==> src/core/stl1_pkg.sv <==
// Package with codes, states, timing and carriers of the layer-1 activation block
package stl1_pkg;
    // ------------------------------------------------------------
    // Command and indication codes
    // ------------------------------------------------------------
    localparam logic [3:0] CMD_TIM = 4'h0;
    localparam logic [3:0] CMD_RES = 4'h1;
    localparam logic [3:0] CMD_SSP = 4'h2;
    localparam logic [3:0] CMD_SCP = 4'h3;
    localparam logic [3:0] CMD_AR8 = 4'h8;
    localparam logic [3:0] CMD_ACTIVATION_REQUEST_PRIO10 = 4'h9;
    localparam logic [3:0] CMD_ARL = 4'hA;
    localparam logic [3:0] CMD_DI = 4'hF;
    localparam logic [3:0] IND_DR = 4'h0;
    localparam logic [3:0] IND_RES = 4'h1;
    localparam logic [3:0] IND_TMA = 4'h2;
    localparam logic [3:0] IND_RSY = 4'h4;
    localparam logic [3:0] IND_DR6 = 4'h5;
    localparam logic [3:0] IND_PU = 4'h7;
    localparam logic [3:0] IND_AR = 4'h8;
    localparam logic [3:0] IND_ARL = 4'hA;
    localparam logic [3:0] IND_AI8 = 4'hC;
    localparam logic [3:0] IND_AI10 = 4'hD;
    localparam logic [3:0] IND_AIL = 4'hE;
    localparam logic [3:0] IND_DC = 4'hF;
    localparam logic [7:0] INFO1_PATTERN = 8'h3F;
    // ------------------------------------------------------------
    // Register offsets and fields
    // ------------------------------------------------------------
    localparam logic [3:0] ADDR_CONFIG = 4'h0;
    localparam logic [3:0] ADDR_CI_TX = 4'h1;
    localparam logic [3:0] ADDR_CI_RX = 4'h2;
    localparam logic [3:0] ADDR_SW_CMD = 4'h3;
    localparam logic [3:0] ADDR_STATUS = 4'h4;
    localparam logic [3:0] ADDR_INT = 4'h5;
    localparam int CFG_SWCTL_BIT = 0;
    localparam int CFG_CFS_BIT = 1;
    localparam int CFG_TXDIS_BIT = 2;
    localparam int CFG_INTLOOP_BIT = 3;
    localparam int CFG_PWRDN_BIT = 4;
    localparam logic [7:0] CONFIG_RESET = 8'h00;
    localparam logic [3:0] CI_TX_RESET = 4'h1;
    // ------------------------------------------------------------
    // Timing
    // ------------------------------------------------------------
    localparam int CLK_HZ = 10_000_000;
    localparam int CLK_STOP_US = 500;
    localparam int CLK_STOP_CYC = (CLK_STOP_US * (CLK_HZ / 1_000_000));
    localparam int SSP_HZ = 2_000;
    localparam int SCP_HZ = 96_000;
    localparam int SSP_HALF_CYC = CLK_HZ / (2 * SSP_HZ);
    localparam int SCP_HALF_CYC = CLK_HZ / (2 * SCP_HZ);
    localparam int OSC_DIV = 2;
    // ------------------------------------------------------------
    // Types
    // ------------------------------------------------------------
    typedef enum logic [3:0] {
        ST_RESET = 4'h0,
        ST_F3_PEND_DEACT = 4'h1,
        ST_F3_DEACT = 4'h2,
        ST_F3_PWRUP = 4'h3,
        ST_F4_PEND_ACT = 4'h4,
        ST_F5_UNSYNC = 4'h5,
        ST_F6_SYNC = 4'h6,
        ST_F7_ACT = 4'h7,
        ST_F8_LOST = 4'h8,
        ST_LOOP_CLOSED = 4'h9,
        ST_LOOP_ACT = 4'hA,
        ST_TEST_SSP = 4'hB,
        ST_TEST_SCP = 4'hC
    } stl1_state_e;
    typedef enum logic [2:0] {
        TX_INFO0 = 3'h0,
        TX_INFO1 = 3'h1,
        TX_INFO3 = 3'h3,
        TX_TEST1 = 3'h4,
        TX_TEST2 = 3'h5
    } stl1_txinfo_e;
    // Receiver view of the line
    typedef struct packed {
        logic info0;
        logic info2;
        logic info4;
        logic sync;
        logic awake;
    } stl1_rx_s;
endpackage : stl1_pkg

==> src/core/stl1_pulse_gen.sv <==
// Line pattern generator for info 1 and the two pulse test modes
module stl1_pulse_gen #(
    parameter int SSP_HALF = stl1_pkg::SSP_HALF_CYC,
    parameter int SCP_HALF = stl1_pkg::SCP_HALF_CYC
) (
    input wire logic clk,
    input wire logic srst,
    input wire stl1_pkg::stl1_txinfo_e tx_info,
    output logic line_bit,
    output logic pulse_pos,
    output logic pulse_neg
);
    // ------------------------------------------------------------
    // Half period counter and bit index
    // ------------------------------------------------------------
    logic [15:0] cnt;
    logic [2:0] bit_idx;
    logic pol;
    wire is_ssp = (tx_info == stl1_pkg::TX_TEST1);
    wire is_scp = (tx_info == stl1_pkg::TX_TEST2);
    wire [15:0] half = is_ssp ? 16'(SSP_HALF) : 16'(SCP_HALF);
    wire half_done = (cnt >= half - 16'h0001);
    wire next_line_bit = stl1_pkg::INFO1_PATTERN[3'h7 - bit_idx];

    // Info 1 cycles through the pattern; tests alternate polarity
    always_ff @(posedge clk) begin
        if (srst || !(is_ssp || is_scp)) begin
            cnt <= 16'h0000;
            pol <= 1'b0;
        end else if (half_done) begin
            cnt <= 16'h0000;
            pol <= ~pol;
        end else begin
            cnt <= cnt + 16'h0001;
        end
    end

    // Sequence index runs only while info 1 goes out, so each burst starts aligned
    always_ff @(posedge clk) begin
        if (srst || tx_info != stl1_pkg::TX_INFO1) begin
            bit_idx <= 3'h0;
            line_bit <= 1'b0;
        end else begin
            bit_idx <= bit_idx + 3'h1;
            line_bit <= next_line_bit;
        end
    end

    // Single pulse mode fires only at the start of each half period
    always_ff @(posedge clk) begin
        if (srst) begin
            pulse_pos <= 1'b0;
            pulse_neg <= 1'b0;
        end else begin
            pulse_pos <= (is_scp && !pol) || (is_ssp && !pol && cnt == 16'h0000);
            pulse_neg <= (is_scp && pol) || (is_ssp && pol && cnt == 16'h0000);
        end
    end
endmodule : stl1_pulse_gen

==> src/core/stl1_top.sv <==
// Layer-1 activation state machine with register port and clock output
//
// Chosen here: the register offsets and the strobed register port.
module stl1_top #(
    parameter int STOP_CYC = stl1_pkg::CLK_STOP_CYC
) (
    input wire logic CLK,
    input wire logic SRST,
    input wire logic [3:0] ADDR,
    input wire logic [7:0] WDATA,
    input wire logic WR,
    input wire logic RD,
    output logic [7:0] RDATA,
    input wire logic [3:0] CI_CMD_IN,
    output logic [3:0] CI_IND_OUT,
    input wire stl1_pkg::stl1_rx_s LINE_RX,
    output stl1_pkg::stl1_txinfo_e TX_INFO,
    output logic TX_BIT,
    output logic TX_PULSE_POS,
    output logic TX_PULSE_NEG,
    output logic LOOP_BACK,
    output logic USER_TO_BUS,
    output logic USER_TO_LINE,
    output logic ANALOG_PWRDN,
    output logic CLOCKS_RUN,
    output logic CI_CHANGE,
    output logic OSC_CLK_OUT
);
    // ------------------------------------------------------------
    // Pin synchronisers
    // ------------------------------------------------------------
    stl1_pkg::stl1_rx_s rx_meta, rx;
    logic [3:0] cmd_meta, cmd_pin;

    // Two flops before any logic reads the line or bus command
    always_ff @(posedge CLK) begin
        rx_meta <= LINE_RX;
        rx <= rx_meta;
        cmd_meta <= CI_CMD_IN;
        cmd_pin <= cmd_meta;
    end

    // ------------------------------------------------------------
    // Registers
    // ------------------------------------------------------------
    logic [7:0] config_reg;
    logic [3:0] ci_tx;
    logic [3:0] sw_cmd;
    logic ci_int;
    logic pwr_dn;
    stl1_pkg::stl1_state_e state;
    logic [3:0] ind;

    wire sw_ctl = config_reg[stl1_pkg::CFG_SWCTL_BIT];
    wire clock_freeze_select = config_reg[stl1_pkg::CFG_CFS_BIT];
    wire tx_dis = config_reg[stl1_pkg::CFG_TXDIS_BIT];
    wire int_loop = config_reg[stl1_pkg::CFG_INTLOOP_BIT];
    wire wr_cfg = WR && ADDR == stl1_pkg::ADDR_CONFIG;
    wire wr_citx = WR && ADDR == stl1_pkg::ADDR_CI_TX;
    wire wr_swcmd = WR && ADDR == stl1_pkg::ADDR_SW_CMD;
    wire rd_int = RD && ADDR == stl1_pkg::ADDR_INT;

    // Register writes; transmit register reset to the reset command
    always_ff @(posedge CLK) begin
        if (SRST) begin
            config_reg <= stl1_pkg::CONFIG_RESET;
            ci_tx <= stl1_pkg::CI_TX_RESET;
            sw_cmd <= stl1_pkg::CI_TX_RESET;
        end else begin
            if (wr_cfg) config_reg <= WDATA;
            if (wr_citx) ci_tx <= WDATA[3:0];
            if (wr_swcmd) sw_cmd <= WDATA[3:0];
        end
    end

    // Command source: software register bypasses the bus channel
    wire [3:0] cmd = sw_ctl ? sw_cmd : (cmd_pin | ci_tx) & ci_tx_mask(cmd_pin, ci_tx);
    function automatic logic [3:0] ci_tx_mask(input logic [3:0] a, input logic [3:0] b);
        // Host register wins unless it still holds its reset value
        ci_tx_mask = (b == stl1_pkg::CI_TX_RESET) ? a : b;
        ci_tx_mask = ci_tx_mask | ~(a | b);
    endfunction : ci_tx_mask

    // ------------------------------------------------------------
    // Command decode
    // ------------------------------------------------------------
    function automatic logic is_uncond(input logic [3:0] c);
        is_uncond = (c == stl1_pkg::CMD_RES) || (c == stl1_pkg::CMD_SSP) ||
                    (c == stl1_pkg::CMD_SCP) || (c == stl1_pkg::CMD_ARL);
    endfunction : is_uncond
    function automatic logic is_actreq(input logic [3:0] c);
        is_actreq = (c == stl1_pkg::CMD_AR8) || (c == stl1_pkg::CMD_ACTIVATION_REQUEST_PRIO10);
    endfunction : is_actreq

    wire c_uncond = is_uncond(cmd);
    wire c_ar = is_actreq(cmd);
    wire c_di = (cmd == stl1_pkg::CMD_DI);
    wire c_tim = (cmd == stl1_pkg::CMD_TIM);
    wire rx_other = !rx.info0 && !rx.info2 && !rx.info4;

    // ------------------------------------------------------------
    // State machine
    // ------------------------------------------------------------
    stl1_pkg::stl1_state_e next_state;
    always_comb begin
        next_state = state;
        if (c_uncond) begin
            // Unconditional commands override every other condition
            unique case (cmd)
                stl1_pkg::CMD_RES: next_state = stl1_pkg::ST_RESET;
                stl1_pkg::CMD_SSP: next_state = stl1_pkg::ST_TEST_SSP;
                stl1_pkg::CMD_SCP: next_state = stl1_pkg::ST_TEST_SCP;
                default: begin
                    if (state != stl1_pkg::ST_LOOP_ACT)
                        next_state = stl1_pkg::ST_LOOP_CLOSED;
                    if (state == stl1_pkg::ST_LOOP_CLOSED && rx.sync)
                        next_state = stl1_pkg::ST_LOOP_ACT;
                end
            endcase
        end else begin
            unique case (state)
                stl1_pkg::ST_RESET, stl1_pkg::ST_LOOP_CLOSED, stl1_pkg::ST_LOOP_ACT,
                stl1_pkg::ST_TEST_SSP, stl1_pkg::ST_TEST_SCP:
                    next_state = stl1_pkg::ST_F3_DEACT;
                stl1_pkg::ST_F3_DEACT: begin
                    if (rx.info4 && rx.sync) next_state = stl1_pkg::ST_F7_ACT;
                    else if (rx.info2 && rx.sync) next_state = stl1_pkg::ST_F6_SYNC;
                    else if (c_ar) next_state = stl1_pkg::ST_F4_PEND_ACT;
                    else if (c_tim) next_state = stl1_pkg::ST_F3_PWRUP;
                end
                stl1_pkg::ST_F3_PEND_DEACT: begin
                    // Activation requests ignored here
                    if (c_di) next_state = stl1_pkg::ST_F3_DEACT;
                end
                stl1_pkg::ST_F3_PWRUP, stl1_pkg::ST_F4_PEND_ACT, stl1_pkg::ST_F5_UNSYNC: begin
                    if (c_di) next_state = stl1_pkg::ST_F3_DEACT;
                    else if (rx.info2 && rx.sync) next_state = stl1_pkg::ST_F6_SYNC;
                    else if (rx.info4 && rx.sync) next_state = stl1_pkg::ST_F7_ACT;
                    else if (rx_other) next_state = stl1_pkg::ST_F5_UNSYNC;
                    else if (state == stl1_pkg::ST_F3_PWRUP && c_ar)
                        next_state = stl1_pkg::ST_F4_PEND_ACT;
                end
                stl1_pkg::ST_F6_SYNC, stl1_pkg::ST_F7_ACT, stl1_pkg::ST_F8_LOST: begin
                    if (rx.info0) next_state = stl1_pkg::ST_F3_PEND_DEACT;
                    else if (!rx.sync) next_state = stl1_pkg::ST_F8_LOST;
                    else if (rx.info4) next_state = stl1_pkg::ST_F7_ACT;
                    else if (rx.info2) next_state = stl1_pkg::ST_F6_SYNC;
                end
                default: next_state = stl1_pkg::ST_RESET;
            endcase
        end
    end

    // State register evaluated each clock
    always_ff @(posedge CLK) begin
        if (SRST) state <= stl1_pkg::ST_RESET;
        else state <= next_state;
    end

    // ------------------------------------------------------------
    // Clock stop timer in F3 deactivated
    // ------------------------------------------------------------
    logic [15:0] stop_cnt;
    wire stop_arm = state == stl1_pkg::ST_F3_DEACT && rx.info0 && !clock_freeze_select;
    wire stop_done = stop_cnt >= 16'(STOP_CYC);

    // Counts from entry; restarts whenever the condition drops
    always_ff @(posedge CLK) begin
        if (SRST || !stop_arm) stop_cnt <= 16'h0000;
        else if (!stop_done) stop_cnt <= stop_cnt + 16'h0001;
    end

    // Power down bit; leaving F3 deactivated wakes the analog part
    always_ff @(posedge CLK) begin
        if (SRST) pwr_dn <= 1'b0;
        else pwr_dn <= stop_arm && stop_done;
    end

    // ------------------------------------------------------------
    // Indications and transmitted infos
    // ------------------------------------------------------------
    logic [3:0] next_ind;
    stl1_pkg::stl1_txinfo_e next_tx;
    wire activation_request_prio10_held = (cmd == stl1_pkg::CMD_ACTIVATION_REQUEST_PRIO10);
    always_comb begin
        next_ind = stl1_pkg::IND_DR;
        next_tx = stl1_pkg::TX_INFO0;
        unique case (state)
            stl1_pkg::ST_RESET: next_ind = stl1_pkg::IND_RES;
            stl1_pkg::ST_F3_DEACT: next_ind = stl1_pkg::IND_DC;
            stl1_pkg::ST_F3_PWRUP: next_ind = stl1_pkg::IND_PU;
            stl1_pkg::ST_F3_PEND_DEACT: next_ind = stl1_pkg::IND_DR;
            stl1_pkg::ST_F4_PEND_ACT: begin
                next_ind = stl1_pkg::IND_PU;
                next_tx = stl1_pkg::TX_INFO1;
            end
            stl1_pkg::ST_F5_UNSYNC: next_ind = stl1_pkg::IND_RSY;
            stl1_pkg::ST_F6_SYNC: begin
                next_ind = stl1_pkg::IND_AR;
                next_tx = stl1_pkg::TX_INFO3;
            end
            stl1_pkg::ST_F7_ACT: begin
                next_ind = activation_request_prio10_held ? stl1_pkg::IND_AI10 : stl1_pkg::IND_AI8;
                next_tx = stl1_pkg::TX_INFO3;
            end
            stl1_pkg::ST_F8_LOST: next_ind = stl1_pkg::IND_RSY;
            stl1_pkg::ST_LOOP_CLOSED: begin
                next_ind = stl1_pkg::IND_ARL;
                next_tx = stl1_pkg::TX_INFO3;
            end
            stl1_pkg::ST_LOOP_ACT: begin
                // Internal loop reports resync if the line is awake
                next_ind = (int_loop && rx.awake) ? stl1_pkg::IND_RSY
                                                  : stl1_pkg::IND_AIL;
                next_tx = stl1_pkg::TX_INFO3;
            end
            stl1_pkg::ST_TEST_SSP: begin
                next_ind = stl1_pkg::IND_TMA;
                next_tx = stl1_pkg::TX_TEST1;
            end
            stl1_pkg::ST_TEST_SCP: begin
                next_ind = stl1_pkg::IND_TMA;
                next_tx = stl1_pkg::TX_TEST2;
            end
            default: next_ind = stl1_pkg::IND_RES;
        endcase
        // Transmit disable keeps an internal loop off the wire
        if (tx_dis) next_tx = stl1_pkg::TX_INFO0;
    end

    // Indication posting; change flag set wins over read clear
    always_ff @(posedge CLK) begin
        if (SRST) begin
            ind <= stl1_pkg::IND_RES;
            ci_int <= 1'b0;
        end else begin
            ind <= next_ind;
            if (next_ind != ind) ci_int <= 1'b1;
            else if (rd_int) ci_int <= 1'b0;
        end
    end

    // ------------------------------------------------------------
    // Line pattern generator
    // ------------------------------------------------------------
    logic gen_bit, gen_pos, gen_neg;
    stl1_pulse_gen u_gen (
        .clk(CLK),
        .srst(SRST),
        .tx_info(next_tx),
        .line_bit(gen_bit),
        .pulse_pos(gen_pos),
        .pulse_neg(gen_neg)
    );

    // ------------------------------------------------------------
    // Outputs, all registered
    // ------------------------------------------------------------
    localparam int OSC_W = stl1_pkg::OSC_DIV;
    logic [OSC_W-1:0] osc_div;
    logic [7:0] next_rdata;
    always_comb begin
        unique case (ADDR)
            stl1_pkg::ADDR_CONFIG: next_rdata = config_reg;
            stl1_pkg::ADDR_CI_TX: next_rdata = {4'h0, ci_tx};
            stl1_pkg::ADDR_CI_RX: next_rdata = {4'h0, ind};
            stl1_pkg::ADDR_SW_CMD: next_rdata = {4'h0, sw_cmd};
            stl1_pkg::ADDR_STATUS: next_rdata = {rx.sync, pwr_dn, 2'h0, state};
            stl1_pkg::ADDR_INT: next_rdata = {7'h00, ci_int};
            default: next_rdata = 8'h00;
        endcase
    end

    // Output flops; the clock out is a divided copy of the core clock
    always_ff @(posedge CLK) begin
        if (SRST) begin
            RDATA <= 8'h00;
            CI_IND_OUT <= stl1_pkg::IND_RES;
            TX_INFO <= stl1_pkg::TX_INFO0;
            TX_BIT <= 1'b0;
            TX_PULSE_POS <= 1'b0;
            TX_PULSE_NEG <= 1'b0;
            LOOP_BACK <= 1'b0;
            USER_TO_BUS <= 1'b0;
            USER_TO_LINE <= 1'b0;
            ANALOG_PWRDN <= 1'b0;
            CLOCKS_RUN <= 1'b1;
            CI_CHANGE <= 1'b0;
            OSC_CLK_OUT <= 1'b0;
            osc_div <= '0;
        end else begin
            RDATA <= RD ? next_rdata : 8'h00;
            CI_IND_OUT <= sw_ctl ? 4'h0 : next_ind;
            TX_INFO <= next_tx;
            TX_BIT <= gen_bit;
            TX_PULSE_POS <= gen_pos;
            TX_PULSE_NEG <= gen_neg;
            LOOP_BACK <= state == stl1_pkg::ST_LOOP_CLOSED ||
                         state == stl1_pkg::ST_LOOP_ACT;
            USER_TO_BUS <= state == stl1_pkg::ST_F7_ACT;
            USER_TO_LINE <= state == stl1_pkg::ST_F7_ACT && c_ar && rx.sync;
            ANALOG_PWRDN <= pwr_dn;
            CLOCKS_RUN <= !pwr_dn;
            CI_CHANGE <= ci_int;
            osc_div <= osc_div + 1'b1;
            OSC_CLK_OUT <= pwr_dn ? 1'b0 : osc_div[0];
        end
    end
endmodule : stl1_top

==> config.mk <==
export PLATFORM = sky130hd
export DESIGN_NAME = stl1_top
export DESIGN_NICKNAME = d
export VERILOG_FILES = /design/src/core/stl1_pkg.sv /design/src/core/stl1_pulse_gen.sv /design/src/core/stl1_top.sv
export SDC_FILE = /design/constraint.sdc
export NUM_CORES = 1
export LEC_CHECK = 0
export BUFFER_PORTS_ARGS = -buffer_cell sky130_fd_sc_hd__buf_2
export CORE_UTILIZATION = 58
export DETAILED_ROUTE_END_ITERATION = 7
export PLACE_DENSITY = 0.82
export SLEW_MARGIN = 20
export SYNTH_ARGS = -nofsm -noshare
export SYNTH_HDL_FRONTEND = slang
export SYNTH_SLANG_ARGS = --single-unit
==> constraint.sdc <==
create_clock -name CLK -period 3.8 [get_ports CLK]
set_input_delay 0.57 -clock CLK [delete_from_list [all_inputs] [get_ports CLK]]
set_output_delay 0.57 -clock CLK [all_outputs]
set_load 0.02 [all_outputs]
**After elaboration in Yosys (flattened, before gate mapping)**

Memories as Yosys holds them, arrays and structs flattened. A register that Yosys moved wholly into a read port is not among the register bits.
Index checks and enable logic that the tools add are counted.

- Register bits after elaboration: 109
- Memory bits (read-only): 8
- Word-level logic and storage cells: 179
- Memories: 1

Memories:

| memory | words | width | read ports | clocked after memory_dff | write ports | RTL line | source |
|---|---|---|---|---|---|---|---|
| (no name shown) | 8 | 1 | 1 | 1 | 0 | stl1_pulse_gen.sv:23 | `wire next_line_bit = stl1_pkg::INFO1_PATTERN[3'h7 - bit_idx];` |

- Add/sub/neg operators: 6
- Order comparisons: 2
- Equal/unequal tests: 35
- Multiplexer cells: 31
- Bitwise operators: 6
- Reduce and logical (&&, ||, !) cells: 58

Operator list:

| cell | number |
|---|---|
| $mux W4 | 20 |
| $pmux W8 S6 | 1 |
| $eq A4 B4 Y1 const B | 9 |
| $pmux W4 S9 | 1 |
| $add A16 B1 Y16 const B | 2 |
| $eq A4 B2 Y1 const B | 6 |
| $eq A4 B3 Y1 const B | 6 |
| $logic_and A1 B1 Y1 | 22 |
| $pmux W4 S5 | 1 |
| $eq A4 B1 Y1 const B | 4 |
| $ge A16 B13 Y1 const B | 1 |
| $ge A16 B16 Y1 | 1 |
| $logic_not A16 Y1 | 1 |
| $sub A16 B1 Y16 const B | 1 |
| $reduce_or A2 Y1 | 7 |
| $logic_not A4 Y1 | 3 |
| $mux W12 | 1 |
| $ne A6 B6 Y1 const B | 2 |
| $pmux W3 S4 | 1 |
| $pmux W4 S3 | 1 |
| $logic_or A1 B1 Y1 | 11 |
| $logic_not A1 Y1 | 8 |
| $or A4 B4 Y4 | 2 |
| $ne A7 B7 Y1 const B | 1 |
| other kinds (19) | 25 |

**Longest topological paths before layout**

Gate-level depths: netlist (run 1).

- Depth after elaboration: 15
- Depth in mapped cells: 14

**Modules after synthesis**

A second synthesis (run 1) with hierarchy kept.

- Cell total of the unflattened synthesis: 504
- Area total of the unflattened synthesis: 4659.5 um2

By module, submodules not included:

| module | times used | cells an instance | area an instance (um2) |
|---|---|---|---|
| stl1_top | 1 | 397 | 3583.4 |
| stl1_pulse_gen | 1 | 107 | 1076.0 |

**Least setup slack after synthesis (run 1)**

OpenSTA, ideal clock, no wires.

- Kind: reg-to-reg
- Start: reg state[0]
- End: reg u_gen.cnt[10]
- Setup time: 0.065 ns
- Arrival: 2.964 ns
- Data required time: 3.735 ns
- Slack: 0.771 ns
- Cell stages (with the launch flop): 15
- Path buffers: 3
- Clock period less this slack: 3.029 ns
- Path through: dfxtp_1 > clkbuf_1 > buf_1 > nand2_1 > or3_1 > inv_1 > ha_1 > o31a_1 > o21a_1 > o21a_1 > o21a_1 > o2111ai_1 > nand3_1 > clkbuf_1 > nor2_1

- Cells in the longest elaborated chain, start to end: 9

RTL lines:

| element | RTL line | source |
|---|---|---|
| from (decl) | stl1_top.sv:51 | `stl1_pkg::stl1_state_e state;` |
| from (signal assigned) | stl1_top.sv:156 | `if (SRST) state <= stl1_pkg::ST_RESET;` |
| from (signal assigned) | stl1_top.sv:157 | `else state <= next_state;` |
| $eq A4 B4 Y1 or $eq A4 B3 Y1 (tied branches) | stl1_top.sv:188 | `unique case (state)` |
| $reduce_or A4 Y1 (no line) | n/a |  |
| $pmux W3 S4 * | stl1_top.sv:188 |  |
| $mux W3 * | stl1_top.sv:228 | `if (tx_dis) next_tx = stl1_pkg::TX_INFO0;` |
| $eq A3 B3 Y1 (on tied branches) | stl1_pulse_gen.sv:19, stl1_pulse_gen.sv:20 |  |
| $mux W12 or $logic_or A1 B1 Y1 (tied branches) | stl1_pulse_gen.sv:21, stl1_pulse_gen.sv:27 |  |
| $sub A16 B1 Y16 or $logic_not A1 Y1 (tied branches) | stl1_pulse_gen.sv:22, stl1_pulse_gen.sv:27 |  |
| $ge A16 B16 Y1 or $logic_or A1 B1 Y1 (tied branches) | stl1_pulse_gen.sv:22, stl1_pulse_gen.sv:27 |  |
| $reduce_or A2 Y1 (no line) * | n/a |  |
| to (signal assigned) | stl1_pulse_gen.sv:34 | `cnt <= cnt + 16'h0001;` |
| to (decl) | stl1_pulse_gen.sv:16 | `logic [15:0] cnt;` |

Every way passes the cells marked *; elsewhere a longest branch is shown, timed or not.
A chain may end at the register's enable or synchronous reset.

**Worst setup path after layout (run 1)**

- Start: reg state[1]
- End: reg u_gen.cnt[1]

Same word-level chain as after synthesis.

==> results.toml, run 1 <==
[finish]
regArea_um2 = 2182
fillers = 652
reg_top3 = "stop_cnt: 16 flops, u_gen.cnt: 16 flops"
nNetsFinal = 595
antenna_cells = 0
multi_input_area_um2 = 2257
areaGrowthSynthToFinish_pct = 11.11
layout-drive-gt1-share_pct = 14.03
layout_common_cells = "dfxtp_1 (109), nor2_1 (61), nand2_1 (54), buf_2 (49), a21oi_1 (32)"
final_common_cell = "dfxtp_1"

[floorplan]
boundaryPins = 50
die_area_um2 = 8284
start_util_pct = 59.78
rows = 32
die_w_um = 91.02
fp.dieH_um = 91.02
coreArea_um2 = 7687

[setup_path]
cp.depth = 11
crit_buf_inv = 1
crit_required_ns = 4.08
worstSetupPathType = "reg2reg"
crit_fanout = 16
critical_path_arrival_ns = 3.55
worstPathCellList = "nand2b_1, or3_1, inv_1, ha_1, o31a_1, o21a_1, o21a_1, o21a_1, o2111ai_1, nand3_1, nor2_1"
critical-path-top-delay-family = "simple AND/OR/NAND/NOR gates"
critPathMaxStageDelay_ns = 0.64
path_common_cell = "o21a_1"
rr_worst_depth = 11
critPathLaunchType = "register"
endpoint_kind = "register"
slowest_stage = "dfxtp_1"
reg2reg_slack_ns = 0.54

[drt]
wl_per_cell_um = 14.41
via_count = 3877
viasPerCell = 5.830
dr.pass1.iters = 6
drc_errors = 0
antenna_left = 0
drtIter0Drc = 360
wirelength_mm = 9.583

[sta]
finalSetupTns_ns = 0
post-route-period-util_pct = 85.89
slew-limit-headroom_pct = 51.01
setup_slack_ns = 0.5360
tightest_slew_ns = 0.7348
hold_viol = 0
min_period_ns = 3.264
maxSlewViolCount = 0
fin_skew_ns = 0.01269
max_freq_ghz = 0.3064
finalSetupViolCount = 0
rsz0062_at_grt = "false"

[placed_design]
globalplace.congestion = 0.8851
pre_cts_slack_ns = 0.5912
place_hpwl_mm = 6.885
port_buffers = 49

[global_route]
grt_util_all_layers_pct = 23.67
gr-usage-met3_pct = 5.863
use_met1_pct = 30.62
antenna_found_initial = 0
grt_use_met2_pct = 38.01
grt-ovfl-total = 0
grt_busiest_layer = "met2"
grt_pass1_vias = 3407
grt_pass1_wl_mm = 15.58
grt_start_max_net_pins = 36

[clock_network]
clk_latency_ns = 0.37
postCtsSetupBuffers = 0
clock-sinks = 109
cts_hold_buf = 0
cts_inserted_buffers = 9
cts_resized = 0
cts_tree = "done"
clock-root-buffer = "clkbuf_8"
h-tree-depth = 3
clockBufferDepth = 2
path_clk_slew_ns = 0.10

[synthesis]
ys_ff_latch = 109
yosysUniqueCellTypes = 58
synth_top_area_cell = "dfxtp_1"
synth_edf_count = 0
syn_area_um2 = 4596
async_flop_share_pct = 0
ys_top_cells_by_area = "dfxtp_1 (47%), nor2_1 (5.0%), nand2_1 (4.4%)"
yosysWarnings = 0
synth.avg_cell_area_um2 = 8.872
ys.flop_type = "dfxtp_1"
synthCells = 518
yosysSeqAreaShare_pct = 47.48
synth_top_area_share_pct = 47.48

[power_and_ir_drop]
power_density_nw_per_um2 = 495.4
ir_worst_vdd_mv = 0.2555
leakage_nw = 1.954

[hold_path]
hold_path_class = "in2reg"
worstHoldPathCells = 1

[outcome]
status = "completed"

[flow_run]
drv_cap = 0
per-layer routing:
layer | share of wire (%) | vias to the layer above
li1 | - | 1902
met1 | 45 | 1767
met2 | 45 | 186
met3 | 7.7 | 22
met4 | 2.2 | 0
met5 | 0 | -
where the power goes:
group | leakage (nW) | switching (W) | total [W] | internal [W]
sequential | 0.890 | 0.000103 | 0.00132 | 0.00122
clock | 0.0963 | 0.000385 | 0.000693 | 0.000308
combinational | 0.968 | 0.000301 | 0.000514 | 0.000213
cell usage after synthesis (8+ instances only):
master    instances
nand4_1          10
dfxtp_1         109
a21oi_1          32
mux2i_1          10
or3_1             8
nor2_1           61
clkbuf_1         18
ha_1             11
inv_1            19
and3_1            8
o21ai_0          21
xnor2_1          10
xor2_1           14
nand3_1          26
nor3_1           11
nor2b_1           9
nand2_1          54
metrics by stage:
stage	cell area (um2)	power, W	utilization [%]	hold slack, ns	cells
after CTS	5106	0.002531	66.42	0.2946	665
final	5106	0.002529	66.42	0.3036	665
after detailed placement	4910	0.001851	63.87	0.3121	650
after global placement	4910	0.001840	63.87	0.3112	650
after floorplan	4603	0.001723	-	0.3096	520
after global routing	5106	0.002658	66.42	0.2836	665
final cells by class:
cell class,instances,area share [%]
Timing Repair Buffer,52,5.244
Sequential cell,109,42.73
Tap cell,102,2.499
Inverter,20,1.470
Clock buffer,9,2.426
Clock inverter,6,1.421
Multi-Input combinational cell,367,44.20
path summary, 6_finish.rpt:
path	from	endpoint
worst max-delay path	state[1]$_SDFFE_PP0P_	u_gen.cnt[1]$_SDFF_PP0_
worst max register to register	state[1]$_SDFFE_PP0P_	u_gen.cnt[1]$_SDFF_PP0_
worst min register to register	rx_meta[3]$_DFF_P_	rx[3]$_DFF_P_
worst min-delay path	LINE_RX[2]	rx_meta[2]$_DFF_P_
worst reg2reg max path, stage by stage (launching register included):
cell and delay (ns):
dfxtp_1 0.64, nand2b_1 0.22, or3_1 0.44, inv_1 0.12, ha_1 0.25, o31a_1 0.11
o21a_1 0.16, o21a_1 0.16, o21a_1 0.16, o2111ai_1 0.26, nand3_1 0.41, nor2_1 0.25
kinds of logic after synthesis:
kind of cell | synth area share (%)
adders and majority gates | 2.995
DFF | 47.48
xor gates and xnor gates | 4.574
AOI/OAI and AO/OA | 15.33
buffers and inverters | 3.703
muxes | 3.403
other | 0.08160
and+or+nand+nor | 22.43
(Power assumes the default switching activity.)
==> inputs of run 2 (changes only) <==
Settings changed: CTS_BUF_LIST from default to sky130_fd_sc_hd__clkbuf_16.
==> run 2 against run 1 <==
  * Clock skew is 0.0030 ns lower
  * Largest power group unchanged
  * Sequential cell count stayed put
  * Routed wire length is 2.0% higher
  * Non-clock buffer count stayed put
  * Fmax hardly changed
  * Worst hold slack better by 0.023 ns
  * Critical endpoint unchanged
  * Critical path type unchanged
==> results.toml, run 2 (synthesis gave the netlist of run 1 again) <==
[outcome]
status = "completed"

[sta]
max_freq_ghz = 0.3065
fin_skew_ns = 0.009707
hold_viol = 0
finalSetupViolCount = 0
maxSlewViolCount = 0
post-route-period-util_pct = 85.86
rsz0062_at_grt = "false"
finalSetupTns_ns = 0
min_period_ns = 3.263
slew-limit-headroom_pct = 52.26
tightest_slew_ns = 0.7162

[finish]
nNetsFinal = 595
fillers = 630
layout-drive-gt1-share_pct = 14.03
final_common_cell = "dfxtp_1"
final_area_um2 = 5207
antenna_cells = 0
regArea_um2 = 2182
layout.cells.non_filler = 665
areaGrowthSynthToFinish_pct = 13.31
reg_top3 = "stop_cnt: 16 flops, u_gen.cnt: 16 flops"
layout_common_cells = "dfxtp_1 (109), nor2_1 (61), nand2_1 (54), buf_2 (49), a21oi_1 (32)"
multi_input_area_um2 = 2257

[power_and_ir_drop]
swShare_pct = 29.71
leakage_nw = 2.000
p_clk_share_pct = 33.6
seqPwrFrac_pct = 47.8
pwr-share-comb_pct = 18.6
p_total_w = 0.002770
ir_worst_vdd_mv = 0.3120
switchingPower_w = 0.0008230
intPower_w = 0.001947
power_density_nw_per_um2 = 531.9

[global_route]
grt_start_max_net_pins = 36
grt_util_all_layers_pct = 23.85
grt_pass1_vias = 3400
antenna_found_initial = 0
grt_pass1_wl_mm = 15.71
grt-ovfl-total = 0

[setup_path]
crit_required_ns = 4.06
endpoint_kind = "register"
crit_fanout = 22
rr_worst_depth = 11
critPathCapture = "u_gen.cnt[1]$_SDFF_PP0_"
critical_path_arrival_ns = 3.52
worstSetupPathType = "reg2reg"
critPathLaunchType = "register"
worstReg2RegEnd = "u_gen.cnt[1]$_SDFF_PP0_"
timing.rr.start = "state[2]$_SDFFE_PP0P_"
reg2reg_slack_ns = 0.54
worstSetupStartpoint = "state[2]$_SDFFE_PP0P_"

[clock_network]
clk_latency_ns = 0.35
clockBufferDepth = 2
cts_hold_buf = 0
postCtsSetupBuffers = 0
clock-sinks = 109
path_clk_slew_ns = 0.07
cts_tree = "done"
clock-root-buffer = "clkbuf_16"
h-tree-depth = 3
cts_inserted_buffers = 9
cts_resized = 0

[floorplan]
coreArea_um2 = 7687
boundaryPins = 50
die_area_um2 = 8284
fp.dieH_um = 91.02
start_util_pct = 59.78
rows = 32
die_w_um = 91.02

[drt]
antenna_left = 0
via_count = 3860
dr.pass1.iters = 5
viasPerCell = 5.805
wl_per_cell_um = 14.70
drtIter0Drc = 314
wirelength_mm = 9.773
drc_errors = 0

[placed_design]
globalplace.congestion = 0.8851
port_buffers = 49
dpl.cell_count = 650
place_area_um2 = 4910
place_hpwl_mm = 6.885

[hold_path]
hold_path_class = "in2reg"

[flow_run]
drv_cap = 0
run 2: changes by cell type in the layout (fill, tap and decap cells not counted):
cell       change
clkbuf_8       -9
clkbuf_16      +9
run 2: area by class of cell:
type	count	area share, %
clock buffers	9	4.325
multi-input cells	367	43.34
flip-flops and latches	109	41.90
well taps	102	2.451
repair buffers	52	5.142
inverters	20	1.442
clock inverters	6	1.394
run 2: per-layer routing:
layer	wire length [um]	vias to the layer above	GRT usage, %
li1	-	1913	-
met1	4355	1757	31.06
met2	4431	172	38.32
met3	800	18	5.360
met4	186	0	9.788
met5	0	-	0
run 2: worst max-delay path, stage by stage (launching register included):
cell and delay [ns]:
dfxtp_1 0.75, nand2b_1 0.28, or3_1 0.23, inv_1 0.09, ha_1 0.31, o31a_1 0.11, o21a_1 0.16, o21a_1 0.16
o21a_1 0.16, o2111ai_1 0.26, nand3_1 0.41, nor2_1 0.25
run 2: how the worst min path moves through the flow:
stage,from,to,slack (ns),cells after the start
3_5_place_dp,cmd_meta[0]$_DFF_P_,cmd_pin[0]$_DFF_P_,0.31,0
4_1_cts,LINE_RX[2],rx_meta[2]$_DFF_P_,0.33,1
6_report,LINE_RX[3],rx_meta[3]$_DFF_P_,0.33,1
2_1_floorplan,cmd_meta[0]$_DFF_P_,cmd_pin[0]$_DFF_P_,0.31,0
3_3_place_gp,rx_meta[1]$_DFF_P_,rx[1]$_DFF_P_,0.31,0
5_1_grt,LINE_RX[2],rx_meta[2]$_DFF_P_,0.32,1
run 2: power by group through the flow:
stage               logic [W]  clock network, W  registers [W]
floorplan            0.000411                 0        0.00131
global placement     0.000499                 0        0.00134
detailed placement   0.000503                 0        0.00135
CTS                  0.000507          0.000938        0.00132
global route         0.000572          0.000984        0.00133
finish               0.000515          0.000932        0.00132
run 2: stage by stage:
stage	util (%)	hold slack (ns)	worst slack, ns
after global placement	63.87	0.3112	0.7548
after floorplan	-	0.3096	0.7710
after CTS	67.74	0.3262	0.5641
final	67.74	0.3267	0.5371
after detailed placement	63.87	0.3121	0.5912
after global routing	67.74	0.3242	0.2833
==> inputs of run 3 (changes only) <==
Settings changed: CAP_MARGIN from default to 20, CORE_MARGIN from default to 2.
==> run 3 against run 2 <==
  * Clock power shrank 8.2%
  * Combinational power grew 6.0%
  * Fmax is essentially flat
  * Largest cell class unchanged
  * First-iteration DRC count grew 1.3%
  * Critical path depth is the same
  * Design area shrank 0.24%
  * Critical path type unchanged
  * Highest routed layer unchanged
  * Total power shrank 2.2%
  * Die area grew 4.4%
  * Non-clock buffer count grew 1
  * Register-to-register slack is essentially flat
  * Core utilization shrank 0.16 points
==> results.toml, run 3 (synthesis gave the netlist of run 1 again) <==
[floorplan]
fp.dieH_um = 93.02
die_area_um2 = 8652
rows = 32
start_util_pct = 59.78
coreArea_um2 = 7687
boundaryPins = 50
die_w_um = 93.02

[drt]
dr.pass1.iters = 5
via_count = 3939
drc_errors = 0
drtIter0Drc = 318
antenna_left = 0
wl_per_cell_um = 14.94
wirelength_mm = 9.962
viasPerCell = 5.906

[hold_path]
hold_path_class = "in2reg"

[setup_path]
crit_fanout = 16
endpoint_kind = "register"
reg2reg_slack_ns = 0.53
critPathLaunchType = "register"
crit_required_ns = 4.07
critical_path_arrival_ns = 3.53
worstSetupPathType = "reg2reg"

[clock_network]
clockBufferDepth = 2
clock-sinks = 109
path_clk_slew_ns = 0.07
cts_inserted_buffers = 9
postCtsSetupBuffers = 0
clock-root-buffer = "clkbuf_16"
h-tree-depth = 3
clk_latency_ns = 0.34
cts_hold_buf = 0
cts_tree = "done"
cts_resized = 0

[finish]
antenna_cells = 0
nNetsFinal = 596
areaGrowthSynthToFinish_pct = 13.04
final_common_cell = "dfxtp_1"
final_area_um2 = 5195
reg_top3 = "stop_cnt: 16 flops, u_gen.cnt: 16 flops"
layout_common_cells = "dfxtp_1 (109), nor2_1 (61), nand2_1 (54), buf_2 (49), a21oi_1 (32)"
layout-drive-gt1-share_pct = 14.16

[sta]
rsz0062_at_grt = "false"
finalSetupViolCount = 0
fin_skew_ns = 0.009859
tightest_slew_ns = 0.7171
hold_viol = 0
finalSetupTns_ns = 0
max_freq_ghz = 0.3063
min_period_ns = 3.265
maxSlewViolCount = 0
post-route-period-util_pct = 85.92
slew-limit-headroom_pct = 52.19

[global_route]
antenna_found_initial = 0
grt_util_all_layers_pct = 24.14
grt_pass1_wl_mm = 16.88
grt-ovfl-total = 0
grt_pass1_vias = 3584
grt_start_max_net_pins = 36

[power_and_ir_drop]
leakage_nw = 2.004
ir_worst_vdd_mv = 0.2405
p_total_w = 0.002710
power_density_nw_per_um2 = 521.6

[placed_design]
port_buffers = 49
globalplace.congestion = 0.9711
place_hpwl_mm = 7.051
place_area_um2 = 4917

[flow_run]
drv_cap = 0

[outcome]
status = "completed"
## run 3: metrics by stage
| step | instances | utilization (%) | hold WS (ns) | setup slack [ns] |
|---|---|---|---|---|
| floorplan | 520 | - | 0.3096 | 0.7710 |
| global placement | 651 | 63.96 | 0.3101 | 0.7156 |
| detailed placement | 651 | 63.96 | 0.3121 | 0.5600 |
| CTS | 667 | 67.58 | 0.3245 | 0.5476 |
| global route | 667 | 67.58 | 0.3163 | 0.2718 |
| finish | 667 | 67.58 | 0.3270 | 0.5350 |
## run 3: cell type report
| cell class | count | area [um2] |
|---|---|---|
| clock buffers | 9 | 225.2 |
| clock inverters | 7 | 52.55 |
| fillers | 629 | 2492 |
| inverters | 20 | 75.07 |
| multi-input cells | 367 | 2257 |
| flip-flops and latches | 109 | 2182 |
| well taps | 102 | 127.6 |
| repair buffers | 53 | 275.3 |
## run 3: path summary, 6_finish.rpt
| path | startpoint | endpoint | cells past startpoint |
|---|---|---|---|
| hold / removal | LINE_RX[0] | rx_meta[0]$_DFF_P_ | 1 |
| setup reg to reg | state[1]$_SDFFE_PP0P_ | u_gen.cnt[8]$_SDFF_PP0_ | 11 |
| hold reg to reg | rx_meta[3]$_DFF_P_ | rx[3]$_DFF_P_ | 0 |
| setup / recovery | state[1]$_SDFFE_PP0P_ | u_gen.cnt[8]$_SDFF_PP0_ | 11 |
## run 3: power by group
part / switching [W] / internal [W]
combinational: 0.000327 / 0.000218
sequential: 0.0000881 / 0.00122
clock: 0.000408 / 0.000448
total: 0.000824 / 0.00189
## run 3: per-layer routing
layer | GRT usage, % | share of wire [%]
met1 | 33.83 | 45
met2 | 37.98 | 46
met3 | 4.351 | 8.1
met4 | 7.721 | 1.3
met5 | 0 | 0
## run 3: critical path: stages, from the launching register on
cell,delay (ns)
dfxtp_1,0.66
nand2b_1,0.23
or3_1,0.46
inv_1,0.12
ha_1,0.24
o31a_1,0.11
o21a_1,0.17
o21a_1,0.16
o21a_1,0.16
o2111ai_1,0.27
nand3_1,0.41
nor2_1,0.21
